$ cat config.mk
export PLATFORM = sky130hd
export DESIGN_NAME = pwmcri_top
export DESIGN_NICKNAME = d
export VERILOG_FILES = /design/src/rtl/pwmcri_top.v
export VERILOG_INCLUDE_DIRS = /design/src /design/src/rtl
export SDC_FILE = /design/constraint.sdc
export NUM_CORES = 1
export LEC_CHECK = 0
export BUFFER_PORTS_ARGS = -buffer_cell sky130_fd_sc_hd__buf_4
export CORE_MARGIN = 3
export CORE_UTILIZATION = 32
export CTS_CLUSTER_DIAMETER = 150
export DETAILED_ROUTE_END_ITERATION = 16
export PLACE_DENSITY_LB_ADDON = 0.15
export SLEW_MARGIN = 20
export SYNTH_ARGS = -nofsm -noshare
export SYNTH_HDL_FRONTEND = slang
export SYNTH_SLANG_ARGS = --single-unit
$ cat constraint.sdc
create_clock -name i_clk -period 4.8 [get_ports i_clk]
set_input_delay 0.72 -clock i_clk [delete_from_list [all_inputs] [get_ports i_clk]]
set_output_delay 0.72 -clock i_clk [all_outputs]
set_load 0.01 [all_outputs]
$ cat src/rtl/pwmcri_consts.vh
// Purpose: constants for the pwm channel register interface
// Assumes: byte addresses on a 32-bit ahb-lite bus
// Notes: definitions only
`ifndef PWMCRI_CONSTS_VH
`define PWMCRI_CONSTS_VH

// global register byte offsets
`define PWMCRI_OFS_MODE 12'h000
`define PWMCRI_OFS_ENA 12'h004
`define PWMCRI_OFS_DIS 12'h008
`define PWMCRI_OFS_STAT 12'h00c
`define PWMCRI_OFS_IER 12'h010
`define PWMCRI_OFS_IDR 12'h014
`define PWMCRI_OFS_IMR 12'h018
`define PWMCRI_OFS_ISR 12'h01c

// channel window: base 0x200, stride 0x20
`define PWMCRI_CH_BASE_HI 3'h1
`define PWMCRI_CH_REG_MODE 3'h0
`define PWMCRI_CH_REG_DUTY 3'h1
`define PWMCRI_CH_REG_PRD 3'h2
`define PWMCRI_CH_REG_CNT 3'h3
`define PWMCRI_CH_REG_UPD 3'h4

// channel mode fields
`define PWMCRI_PSC_LSB 0
`define PWMCRI_PSC_MSB 3
`define PWMCRI_ALIGN_BIT 8
`define PWMCRI_POL_BIT 9
`define PWMCRI_TGT_BIT 10
`define PWMCRI_PSC_CLK_A 4'hb
`define PWMCRI_PSC_CLK_B 4'hc

// global mode fields: divisor a low byte, prescale a next
`define PWMCRI_DIV_A_LSB 0
`define PWMCRI_PRE_A_LSB 8
`define PWMCRI_DIV_B_LSB 16
`define PWMCRI_PRE_B_LSB 24

// widths and reset values
`define PWMCRI_CNT_W 16
`define PWMCRI_PRE_W 10
`define PWMCRI_RST_16 16'h0000
`define PWMCRI_RST_MODE 11'h000

`endif

$ cat src/rtl/pwmcri_top.v
// Purpose: pwm channels with an ahb-lite register interface
// Assumes: single 40 MHz clock, synchronous active-high reset
// Notes: reads take one wait state, writes none
// Overview of operation
// - interrupt disable write one clears mask
// - mask read shows enabled channel interrupts
// - status flag set by completed period
// - status read clears returned flags
// - prescale field selects counter clock source
// - alignment bit: left or center
// - polarity bit sets period start level
// - update target: duty or period
// - update register buffers written value
// - buffered value applied at period start
// - only low sixteen bits used
// - left period is period times divisor
// - center period is twice that
// - counter clears on enable, readable
// - left counter wraps at period value
// - interrupt held until status read
// - interrupt enable write one sets mask
//
// The register offsets and register access over AHB-Lite are this design's own decisions.
`timescale 1ns/100ps
`include "pwmcri_consts.vh"

module pwmcri_top #(
    parameter N = 4
) (
    input wire i_clk, // master clock
    input wire i_rst, // sync reset, high
    input wire i_hsel, // slave select
    input wire [31:0] i_haddr, // byte address
    input wire [1:0] i_htrans, // transfer type
    input wire i_hwrite, // write when high
    input wire [2:0] i_hsize, // word only
    input wire [31:0] i_hwdata, // write data
    input wire i_hready, // bus ready in
    output wire o_hreadyout, // slave ready
    output wire o_hresp, // always okay
    output reg [31:0] o_hrdata, // read data
    output wire [N-1:0] o_pwm, // channel outputs
    output wire o_irq // period interrupt
);

    localparam CW = `PWMCRI_CNT_W;
    localparam PW = `PWMCRI_PRE_W;

    // ahb address phase capture
    reg wr_pend_r;
    reg rd_pend_r;
    reg [11:0] addr_r;
    wire take = i_hsel & i_hready & i_htrans[1];

    // a read stalls its own data phase, so no new address
    // can be taken while rd_pend_r is high
    always @(posedge i_clk) begin
        if (i_rst) begin
            wr_pend_r <= 1'b0;
            rd_pend_r <= 1'b0;
            addr_r <= 12'h000;
        end else begin
            if (o_hreadyout) begin
                wr_pend_r <= take & i_hwrite;
                rd_pend_r <= take & ~i_hwrite;
                if (take) begin
                    addr_r <= i_haddr[11:0];
                end
            end else begin
                rd_pend_r <= 1'b0;
            end
        end
    end

    // read holds one wait state while data is latched
    assign o_hreadyout = ~rd_pend_r;
    assign o_hresp = 1'b0;

    // decode of the captured address
    wire wr = wr_pend_r;
    wire in_ch = (addr_r[11:9] == `PWMCRI_CH_BASE_HI) & ~addr_r[8];
    wire [2:0] ch_sel = addr_r[7:5];
    wire [2:0] ch_reg = addr_r[4:2];
    wire ch_ok = in_ch & ({1'b0, ch_sel} < N) & (addr_r[1:0] == 2'b00);
    // global writes compare all twelve captured bits, so the
    // channel window and the unmapped hole never alias onto them
    wire wr_ena = wr & (addr_r == `PWMCRI_OFS_ENA);
    wire wr_dis = wr & (addr_r == `PWMCRI_OFS_DIS);
    wire wr_ier = wr & (addr_r == `PWMCRI_OFS_IER);
    wire wr_idr = wr & (addr_r == `PWMCRI_OFS_IDR);
    wire wr_mr = wr & (addr_r == `PWMCRI_OFS_MODE);
    wire rd_isr = rd_pend_r & (addr_r == `PWMCRI_OFS_ISR);

    // global mode, enable, mask and status registers
    reg [31:0] mr_r;
    reg [N-1:0] ena_r;
    reg [N-1:0] imr_r;
    reg [N-1:0] isr_r;
    wire [N-1:0] period_end;
    // set wins: a period end in the status read cycle stays pending
    wire [N-1:0] isr_nxt = (isr_r & ~({N{rd_isr}} & isr_r)) | period_end;

    always @(posedge i_clk) begin
        if (i_rst) begin
            mr_r <= 32'h00000000;
            ena_r <= {N{1'b0}};
            imr_r <= {N{1'b0}};
            isr_r <= {N{1'b0}};
        end else begin
            if (wr_mr) begin
                mr_r <= i_hwdata & 32'h0fff0fff;
            end
            if (wr_ena) begin
                ena_r <= ena_r | i_hwdata[N-1:0];
            end else if (wr_dis) begin
                ena_r <= ena_r & ~i_hwdata[N-1:0];
            end
            if (wr_ier) begin
                imr_r <= imr_r | i_hwdata[N-1:0];
            end else if (wr_idr) begin
                imr_r <= imr_r & ~i_hwdata[N-1:0];
            end
            isr_r <= isr_nxt;
        end
    end

    // level interrupt stays until the status read clears flags
    assign o_irq = |(isr_r & imr_r);

    // free-running prescaler; bit k ticks every 2^k clocks
    // all channels share it, so equal codes stay in step
    reg [PW-1:0] pre_r;
    wire [PW:0] tick_pre;

    always @(posedge i_clk) begin
        if (i_rst) begin
            pre_r <= {PW{1'b0}};
        end else begin
            pre_r <= pre_r + 1'b1;
        end
    end

    assign tick_pre[0] = 1'b1;
    genvar k;
    generate
        for (k = 1; k <= PW; k = k + 1) begin : g_pre
            assign tick_pre[k] = &pre_r[k-1:0];
        end
    endgenerate

    // divided clocks a and b as one-cycle enables
    wire [1:0] tick_ab;
    generate
        for (k = 0; k < 2; k = k + 1) begin : g_ab
            wire [7:0] div = mr_r[16*k+7 -: 8];
            wire [3:0] pre = mr_r[16*k+11 -: 4];
            wire src = (pre <= 4'ha) ? tick_pre[pre] : 1'b0;
            reg [7:0] dcnt_r;
            always @(posedge i_clk) begin
                if (i_rst || div == 8'h00) begin
                    dcnt_r <= 8'h00;
                end else if (src) begin
                    if (dcnt_r >= div - 8'h01) begin
                        dcnt_r <= 8'h00;
                    end else begin
                        dcnt_r <= dcnt_r + 8'h01;
                    end
                end
            end
            assign tick_ab[k] = (div != 8'h00) & src &
                                (dcnt_r >= div - 8'h01);
        end
    endgenerate

    // per-channel state, flattened for the read mux
    wire [11*N-1:0] mode_f;
    wire [CW*N-1:0] dty_f;
    wire [CW*N-1:0] prd_f;
    wire [CW*N-1:0] cnt_f;

    genvar c;
    generate
        for (c = 0; c < N; c = c + 1) begin : g_ch
            reg [10:0] mode_r;
            reg [CW-1:0] dty_r;
            reg [CW-1:0] prd_r;
            reg [CW-1:0] cnt_r;
            reg [CW-1:0] upd_r;
            reg upd_pend_r;
            reg down_r;
            reg out_r;
            reg tick;
            reg wrap;
            wire hit = wr & ch_ok & (ch_sel == c);
            wire [3:0] psc = mode_r[`PWMCRI_PSC_MSB:`PWMCRI_PSC_LSB];
            wire align = mode_r[`PWMCRI_ALIGN_BIT];
            wire pol = mode_r[`PWMCRI_POL_BIT];
            wire tgt = mode_r[`PWMCRI_TGT_BIT];
            wire start = wr_ena & i_hwdata[c];

            // counter clock select
            always @* begin
                tick = 1'b0;
                if (psc <= 4'ha) begin
                    tick = tick_pre[psc];
                end else if (psc == `PWMCRI_PSC_CLK_A) begin
                    tick = tick_ab[0];
                end else if (psc == `PWMCRI_PSC_CLK_B) begin
                    tick = tick_ab[1];
                end
            end

            // last tick of a period
            always @* begin
                wrap = 1'b0;
                if (ena_r[c] && tick) begin
                    if (prd_r == `PWMCRI_RST_16) begin
                        wrap = 1'b1;
                    end else if (!align) begin
                        wrap = (cnt_r >= prd_r - 1'b1);
                    end else begin
                        // a period of one turns at the top; its down
                        // leg is empty, so it must wrap from there
                        wrap = (cnt_r == 16'h0001) &
                               (down_r | (prd_r == 16'h0001));
                    end
                end
            end

            // counter, direction and buffered update
            always @(posedge i_clk) begin
                if (i_rst) begin
                    mode_r <= `PWMCRI_RST_MODE;
                    dty_r <= `PWMCRI_RST_16;
                    prd_r <= `PWMCRI_RST_16;
                    cnt_r <= `PWMCRI_RST_16;
                    upd_r <= `PWMCRI_RST_16;
                    upd_pend_r <= 1'b0;
                    down_r <= 1'b0;
                end else begin
                    if (hit && ch_reg == `PWMCRI_CH_REG_MODE) begin
                        mode_r <= {i_hwdata[10:8], 4'h0, i_hwdata[3:0]};
                    end
                    if (start) begin
                        cnt_r <= `PWMCRI_RST_16;
                        down_r <= 1'b0;
                    end else if (wrap) begin
                        cnt_r <= `PWMCRI_RST_16;
                        down_r <= 1'b0;
                    end else if (ena_r[c] && tick) begin
                        if (align && (down_r || cnt_r == prd_r)) begin
                            cnt_r <= cnt_r - 1'b1;
                            down_r <= 1'b1;
                        end else begin
                            cnt_r <= cnt_r + 1'b1;
                        end
                    end
                    // direct writes; update at next period start
                    // an update left pending waits for a period end
                    if (wrap && upd_pend_r) begin
                        upd_pend_r <= 1'b0;
                        if (tgt) begin
                            prd_r <= upd_r;
                        end else begin
                            dty_r <= upd_r;
                        end
                    end else begin
                        if (hit && ch_reg == `PWMCRI_CH_REG_DUTY) begin
                            dty_r <= i_hwdata[CW-1:0];
                        end
                        if (hit && ch_reg == `PWMCRI_CH_REG_PRD) begin
                            prd_r <= i_hwdata[CW-1:0];
                        end
                    end
                    if (hit && ch_reg == `PWMCRI_CH_REG_UPD) begin
                        upd_r <= i_hwdata[CW-1:0];
                        upd_pend_r <= 1'b1;
                    end
                end
            end

            // waveform: start level below duty, inverse after
            always @(posedge i_clk) begin
                if (i_rst) begin
                    out_r <= 1'b0;
                end else if (!ena_r[c]) begin
                    out_r <= 1'b0;
                end else if (cnt_r < dty_r) begin
                    out_r <= pol;
                end else begin
                    out_r <= ~pol;
                end
            end

            assign o_pwm[c] = out_r;
            assign period_end[c] = wrap;
            assign mode_f[11*c +: 11] = mode_r;
            assign dty_f[CW*c +: CW] = dty_r;
            assign prd_f[CW*c +: CW] = prd_r;
            assign cnt_f[CW*c +: CW] = cnt_r;
        end
    endgenerate

    // read mux from the captured address
    reg [31:0] rd_val;
    always @* begin
        rd_val = 32'h00000000;
        if (ch_ok) begin
            case (ch_reg)
                `PWMCRI_CH_REG_MODE: rd_val[10:0] = mode_f[11*ch_sel +: 11];
                `PWMCRI_CH_REG_DUTY: rd_val[CW-1:0] = dty_f[CW*ch_sel +: CW];
                `PWMCRI_CH_REG_PRD: rd_val[CW-1:0] = prd_f[CW*ch_sel +: CW];
                `PWMCRI_CH_REG_CNT: rd_val[CW-1:0] = cnt_f[CW*ch_sel +: CW];
                default: rd_val = 32'h00000000;
            endcase
        end else begin
            case (addr_r)
                `PWMCRI_OFS_MODE: rd_val = mr_r;
                `PWMCRI_OFS_STAT: rd_val[N-1:0] = ena_r;
                `PWMCRI_OFS_IMR: rd_val[N-1:0] = imr_r;
                `PWMCRI_OFS_ISR: rd_val[N-1:0] = isr_r;
                default: rd_val = 32'h00000000;
            endcase
        end
    end

    // read data register, loaded in the wait cycle
    // it only changes on a read, so it stands until the next one
    always @(posedge i_clk) begin
        if (i_rst) begin
            o_hrdata <= 32'h00000000;
        end else begin
            if (rd_pend_r) begin
                o_hrdata <= rd_val;
            end
        end
    end

endmodule // pwmcri_top

==> results by group, run 1 <==
Placed design
  – Port buffer count: 79
  – Post-DP HPWL: 75300 µm
  – Area of placed instances: 29200 µm²
  – GPL Wtd Cong: 0.915

Timing
  – Fin crit share: 92.8%
  – Fin Setup TNS: 0 ns
  – Worst Skew: 0.0382 ns
  – Slew at the pin with the worst max-slew slack: 1.14 ns
  – Final hold viol count: 0
  – Worst slew margin: 23.8%
  – Final min period: 4.45 ns
  – Fmax: 0.224 GHz
  – WHS: 0.277 ns
  – RSZ-0062 raised after global routing: false
  – Final setup viols: 0
  – Max Slew Vio Count: 0

Synthesis
  – Seq/Total Area, Yosys: 29.0%
  – Synth cell types: 94
  – Flops & latches, synth: 400
  – Mean Syn Cell Area: 8.34 µm²
  – Area leader, netlist: dfxtp_1
  – Main synth FF type: dfxtp_1
  – Asr flop ratio synth: 0%
  – Ranking of synthesized cells by area: dfxtp_1 (29%), ha_1 (7.7%), mux2i_1 (5.3%)
  – Mapped Cells: 3317
  – Synthesized cell area: 27700 µm²
  – Synthesis Warnings: 0
  – Share of the synthesized area in the top cell type: 29.0%
  – EDFF count, synth: 0

Setup path
  – Critical Path Max Stage Delay: 0.60 ns
  – CP top delay family: simple AND/OR/NAND/NOR gates
  – Crit path cell chain: nor3_1 -> nand4_1 -> nor3_1 -> xnor2_1 -> ha_1 -> a21o_1 -> a211o_1 -> or4_1 -> o211a_2 -> nor2_1 -> buf_4 -> nand4_1 -> o211ai_1
  – FF-to-FF path depth: 13
  – Critical R2R Capture: g_ch[2].cnt_r[5]$_SDFFE_PP0P_
  – Worst Path Max Fanout: 17
  – Reg-to-reg critical path startpoint: g_ch[2].prd_r[6]$_SDFFE_PP0P_
  – Critical Path Source: g_ch[2].prd_r[6]$_SDFFE_PP0P_
  – Crit start category: flip-flop
  – CP max-delay cell: nor3_1
  – Critical Path RT: 5.32 ns
  – Crit path buffers/inverters: 1
  – Worst Setup EP: g_ch[2].cnt_r[5]$_SDFFE_PP0P_
  – Crit. End Element: flip-flop
  – Reg2reg setup slack: 0.35 ns
  – Setup Crit Path Kind: reg2reg
  – Cell depth of the worst setup path: 13
  – Worst EP arrival: 4.98 ns

Routing
  – Avg Vias per Cell: 5.67
  – WL/cell: 23.8 µm
  – Pre-Repair DR Iteration Count: 5
  – Drt total wl: 105000 µm
  – DRC errors left: 0
  – Number of DRC markers in iteration 0: 2044
  – Vias: 25000
  – Remaining antenna violation count: 0

Cells and area
  – Area delta synth->final: 11.5%
  – Layout cells sized above 1: 13.5%
  – Design area: 30800 µm²
  – Fin util: 36.1%
  – Fin nets: 3471

Power
  – Max VDD drop: 0.000236 V
  – Leakage: 11.5 nW
  – Power Density: 246 nW/µm²

Floorplan
  – Rows: 107
  – DIE AREA: 90000 µm²
  – Die width: 300 µm
  – IO Pins: 113
  – Die height: 300 µm
  – Starting Density: 32.4%
  – Core Area: 85400 µm²

Clock network
  – CTS root buf: clkbuf_16
  – Post-CTS resize count: 0
  – CTS Hold Buffers Added: 0
  – Clk pin slew, worst setup/hold paths: 0.06 ns
  – Number of CTS-inserted buffers: 51
  – TritonCTS clock tree: yes
  – H-tree levels: 2
  – Max clock buf depth: 3
  – # Post-CTS Setup Buffers: 0
  – Clk Latency, worst-skew pair: 0.62 ns
  – # clock sinks: 400

GRT
  – Gr usage total: 22.6%
  – First-pass GRT wire length: 156000 µm
  – Initial antenna violation count: 4
  – Vias in the first global route: 23200
  – Largest net degree at the start of global routing: 123
  – Global route overflow: 0

Outcome
  – Status: finished clean

Worst hold path
  – Hold Crit Class: in2reg

Run
  – Number of max-cap violations: 0
-- per-layer routing --
layer	part of all wire, %	GRT usage (%)	vias up
li1	-	-	11900
met1	47	32.6	12200
met2	44	35.2	789
met3	6.9	3.57	152
met4	2.4	5.72	2
met5	0.012	0	-
-- layout make-up --
cell class              instances  area, µm²
repair buffers                173       1360
clock inverters                16        206
well taps                    1144       1430
inverters                     125        469
multi-input cells            2476      17900
fillers                      9025      54600
flip-flops and latches        400       8020
diodes                          1       2.50
clock buffers                  76       1470
-- state kept, by name, summed over array words and instances, names as in the netlist, named ones only --
register,count
g_ab.dcnt_r,16
g_ch.upd_pend_r,4
pre_r,10
g_ch.down_r,4
g_ch.cnt_r,64
o_hrdata,28
g_ch.upd_r,64
g_ch.prd_r,64
g_ch.out_r,4
wr,1
rd_pend_r,1
addr_r,12
g_ch.mode_r,28
mr_r,24
isr_r,4
g_ch.dty_r,64
-- where the power goes --
part / internal (mW) / switching [mW] / leakage [nW]
clock network: 2.28 / 1.60 / 0.823
registers: 3.33 / 0.0175 / 3.22
logic: 0.0994 / 0.245 / 7.47
total: 5.71 / 1.86 / 11.5
-- worst min-delay path by stage --
stage / slack [ns] / end / from / cells past startpoint
2_1_floorplan: 0.44 / addr_r[11]$_SDFFE_PP0P_ / addr_r[11]$_SDFFE_PP0P_ / 2
3_3_place_gp: 0.44 / addr_r[0]$_SDFFE_PP0P_ / addr_r[0]$_SDFFE_PP0P_ / 2
3_5_place_dp: 0.45 / addr_r[0]$_SDFFE_PP0P_ / addr_r[0]$_SDFFE_PP0P_ / 2
4_1_cts: 0.24 / rd_pend_r$_SDFF_PP0_ / i_hwrite / 2
5_1_grt: 0.26 / rd_pend_r$_SDFF_PP0_ / i_hwrite / 2
6_report: 0.28 / rd_pend_r$_SDFF_PP0_ / i_hwrite / 2
-- cell usage after synthesis, drive strengths merged, types with 59 or more instances --
cell and n:
a211oi 106, a21oi 205, buf 80, clkbuf 240, dfxtp 400, ha 170
inv 125, mux2i 146, mux4 62, nand2 311, nand3 71, nor2 315
nor3 108, o21ai 66, xnor2 117, xor2 59
-- cell usage in the layout, fill, tap and decap left out, types with 11 or more instances in the layout --
| cell type | Yosys | final |
|---|---|---|
| dfxtp_1 | 400 | 396 |
| nor2_1 | 314 | 310 |
| nand2_1 | 311 | 310 |
| a21oi_1 | 205 | 204 |
| ha_1 | 170 | 170 |
| buf_4 | 13 | 168 |
| mux2i_1 | 146 | 146 |
| inv_1 | 124 | 124 |
| xnor2_1 | 117 | 117 |
| nor3_1 | 108 | 108 |
| a211oi_1 | 105 | 105 |
| nand3_1 | 69 | 69 |
| mux4_2 | 62 | 62 |
| o21ai_0 | 60 | 60 |
| xor2_1 | 59 | 59 |
| clkbuf_16 | 0 | 51 |
| nand4_1 | 48 | 48 |
| nor2b_1 | 45 | 45 |
| mux2_2 | 41 | 41 |
| a2111oi_0 | 40 | 40 |
| a311oi_1 | 39 | 39 |
| a21o_1 | 37 | 37 |
| a31o_2 | 35 | 35 |
| nor4_1 | 33 | 33 |
| or3_1 | 30 | 30 |
| o211ai_1 | 27 | 27 |
| nand2b_1 | 26 | 26 |
| and3_1 | 26 | 26 |
| a221oi_1 | 25 | 25 |
| or4_1 | 23 | 23 |
| a22oi_1 | 20 | 20 |
| o221a_1 | 20 | 20 |
| nand3b_1 | 17 | 17 |
| a31oi_1 | 18 | 17 |
| and2_1 | 16 | 16 |
| clkbuf_1 | 235 | 15 |
| o221a_2 | 13 | 13 |
| o2111ai_1 | 12 | 12 |
| o21a_1 | 12 | 12 |
| nand4b_1 | 11 | 11 |
-- through the flow --
step	worst slack (ns)	instances	power, mW
4_1_cts	0.255	4410	7.68
3_5_place_dp	0.287	4318	3.76
6_report	0.346	4411	7.58
3_3_place_gp	0.317	4318	3.76
2_1_floorplan	0.812	3321	3.62
5_1_grt	0.149	4410	7.81
-- cell families (layout without fill, tap and decap cells) --
group	count (synthesis)	count (layout)	synth area share [%]
other	1	6	0.0136
buffers and inverters	445	390	6.65
AND/OR/NAND/NOR	1125	1125	19.7
adder cells (fa/ha/maj)	170	170	7.69
AO/OA/AOI/OAI	750	750	19.4
flip-flops	400	400	29.0
multiplexers	250	250	12.0
XOR/XNOR	176	176	5.57
Power figures use the tool's default switching activity.
==> run 2, diff against run 1 <==
--- a/config.mk
+++ b/config.mk
@@ -7,11 +7,11 @@
 export NUM_CORES = 1
 export LEC_CHECK = 0
 export BUFFER_PORTS_ARGS = -buffer_cell sky130_fd_sc_hd__buf_4
-export CORE_MARGIN = 3
 export CORE_UTILIZATION = 32
 export CTS_CLUSTER_DIAMETER = 150
 export DETAILED_ROUTE_END_ITERATION = 16
 export PLACE_DENSITY_LB_ADDON = 0.15
+export SETUP_SLACK_MARGIN = 0.2
 export SLEW_MARGIN = 20
 export SYNTH_ARGS = -nofsm -noshare
 export SYNTH_HDL_FRONTEND = slang
==> run 2 against run 1 <==
  * Flip-flop and latch count stayed put
  * Clock power increased by 4%
  * Critical path depth unchanged
  * Final area grew 0.43%
  * Highest routed layer unchanged
==> results by group, run 2 (synthesized netlist as in run 1, its figures left out) <==
Cells and area
  – Most common cell after layout, fill and taps aside: dfxtp_1
  – Fin nets: 3474
  – Layout cells sized above 1: 13.8%
  – Design area: 31000 µm²
  – Filler cells: 8945
  – Area delta synth->final: 12.0%
  – Most frequent cells in the layout: dfxtp_1 (396), nor2_1 (310), nand2_1 (310)

Setup path
  – Critical Path RT: 5.29 ns
  – Worst Path Max Fanout: 32
  – Crit path buffers/inverters: 2
  – CP top delay family: simple AND/OR/NAND/NOR gates
  – Crit path cell chain: nor4_1 -> buf_4 -> nand4_1 -> nor3_1 -> xnor2_1 -> ha_1 -> a21o_1 -> a211o_1 -> or4_1 -> o211a_2 -> o221ai_4 -> buf_12 -> mux2_2
  – Cell depth of the worst setup path: 13
  – CP max-delay cell: or4_1
  – Crit start category: flip-flop
  – Setup Crit Path Kind: reg2reg
  – Crit. End Element: flip-flop
  – Reg-to-reg critical path startpoint: g_ch[2].prd_r[3]$_SDFFE_PP0P_
  – Worst EP arrival: 4.77 ns
  – Critical Path Max Stage Delay: 0.51 ns
  – FF-to-FF path depth: 13
  – Critical Path Source: g_ch[2].prd_r[3]$_SDFFE_PP0P_

Clock network
  – Max clock buf depth: 3
  – H-tree levels: 2
  – Clk Latency, worst-skew pair: 0.65 ns
  – TritonCTS clock tree: yes
  – Number of CTS-inserted buffers: 51
  – Clk pin slew, worst setup/hold paths: 0.06 ns
  – CTS Hold Buffers Added: 0
  – # clock sinks: 400
  – CTS root buf: clkbuf_16

Power
  – Power Density: 250 nW/µm²
  – Clk pwr share: 52.3%
  – Max VDD drop: 0.000232 V
  – Gate power share: 4.5%
  – Sw frac: 25.0%
  – Leakage: 11.6 nW
  – Int Pwr: 5.80 mW
  – Sequential Power Share: 43.3%
  – Switching Power: 1.93 mW

Timing
  – Worst Skew: 0.0613 ns
  – Fin Setup TNS: 0 ns
  – WHS: 0.244 ns
  – Final hold viol count: 0
  – RSZ-0062 raised after global routing: false
  – Final setup viols: 0
  – Worst slew margin: 29.2%
  – Final min period: 4.28 ns
  – Fin crit share: 89.1%
  – Slew at the pin with the worst max-slew slack: 1.06 ns
  – Fmax: 0.234 GHz
  – Max Slew Vio Count: 0

GRT
  – Global route overflow: 0
  – Largest net degree at the start of global routing: 109
  – Initial antenna violation count: 8
  – Vias in the first global route: 23500
  – Gr usage total: 23.6%
  – First-pass GRT wire length: 157000 µm

Floorplan
  – Die width: 296 µm
  – Starting Density: 32.4%
  – Die height: 296 µm
  – Core Area: 85400 µm²
  – DIE AREA: 87600 µm²
  – IO Pins: 113
  – Rows: 107

Routing
  – Avg Vias per Cell: 5.71
  – Vias: 25200
  – Drt total wl: 105000 µm
  – WL/cell: 23.8 µm
  – Pre-Repair DR Iteration Count: 6
  – Number of DRC markers in iteration 0: 2092
  – DRC errors left: 0
  – Remaining antenna violation count: 0

Outcome
  – Status: finished clean

Placed design
  – Area of placed instances: 29200 µm²
  – Post-DP HPWL: 75300 µm
  – Port buffer count: 79
  – GPL Wtd Cong: 0.911

Worst hold path
  – Worst Hold Launch: i_hwrite
  – Hold Crit Class: in2reg
  – Cell depth of the worst hold path: 2

Run
  – Number of max-cap violations: 0
## run 2: power groups by stage
| stage | registers, mW | logic (mW) | clock network (mW) |
|---|---|---|---|
| final | 3.35 | 0.346 | 4.04 |
| after global routing | 3.35 | 0.369 | 4.27 |
| after CTS | 3.35 | 0.337 | 4.13 |
| after detailed placement | 3.42 | 0.336 | 0 |
| after global placement | 3.42 | 0.336 | 0 |
| after floorplan | 3.41 | 0.206 | 0 |
## run 2: final timing paths
path                                   end  slack (ns)
max          g_ch[2].prd_r[1]$_SDFFE_PP0P_        0.52
min                   rd_pend_r$_SDFF_PP0_        0.24
max reg2reg  g_ch[2].prd_r[1]$_SDFFE_PP0P_        0.52
min reg2reg         addr_r[1]$_SDFFE_PP0P_        0.45
## run 2: worst reg2reg max path, cell delays in order (launching register included)
cell and delay [ns]:
dfxtp_1 0.33, nor4_1 0.46, buf_4 0.22, nand4_1 0.21, nor3_1 0.24, xnor2_1 0.15, ha_1 0.26, a21o_1 0.17
a211o_1 0.29, or4_1 0.51, o211a_2 0.43, o221ai_4 0.25, buf_12 0.25, mux2_2 0.38
## run 2: timing repair
action	4_1_cts	5_1_grt
gates resized for setup	0	4
buffers inserted	0	0
endpoints found under the setup margin	0	53
## run 2: routing by layer
layer	vias up	wire (µm)	GRT usage [%]	part of all wire [%]
met1	12300	49800	33.9	47
li1	11900	-	-	-
met2	842	45400	36.6	43
met3	181	6720	3.22	6.4
met5	-	69	0	0.066
met4	10	2940	6.83	2.8
## run 2: final cells by class
| class | count | area, µm² | area share [%] |
|---|---|---|---|
| timing repair buffer | 176 | 1410 | 4.54 |
| multi-input combinational | 2476 | 17900 | 57.8 |
| inverter | 125 | 469 | 1.51 |
| clock inverter | 23 | 325 | 1.05 |
| antenna | 1 | 2.50 | 0.00808 |
| sequential | 400 | 8020 | 25.9 |
| clock buffer | 71 | 1430 | 4.62 |
| tap | 1144 | 1430 | 4.62 |
## run 2: per-stage QoR
stage          power [mW]  utilization [%]  setup slack [ns]  std cells
2_1_floorplan        3.62                -             0.812       3321
3_3_place_gp         3.76             34.1             0.507       4319
3_5_place_dp         3.76             34.1             0.524       4319
4_1_cts              7.82             36.2             0.475       4413
5_1_grt              7.98             36.3             0.207       4415
6_report             7.73             36.3             0.521       4416
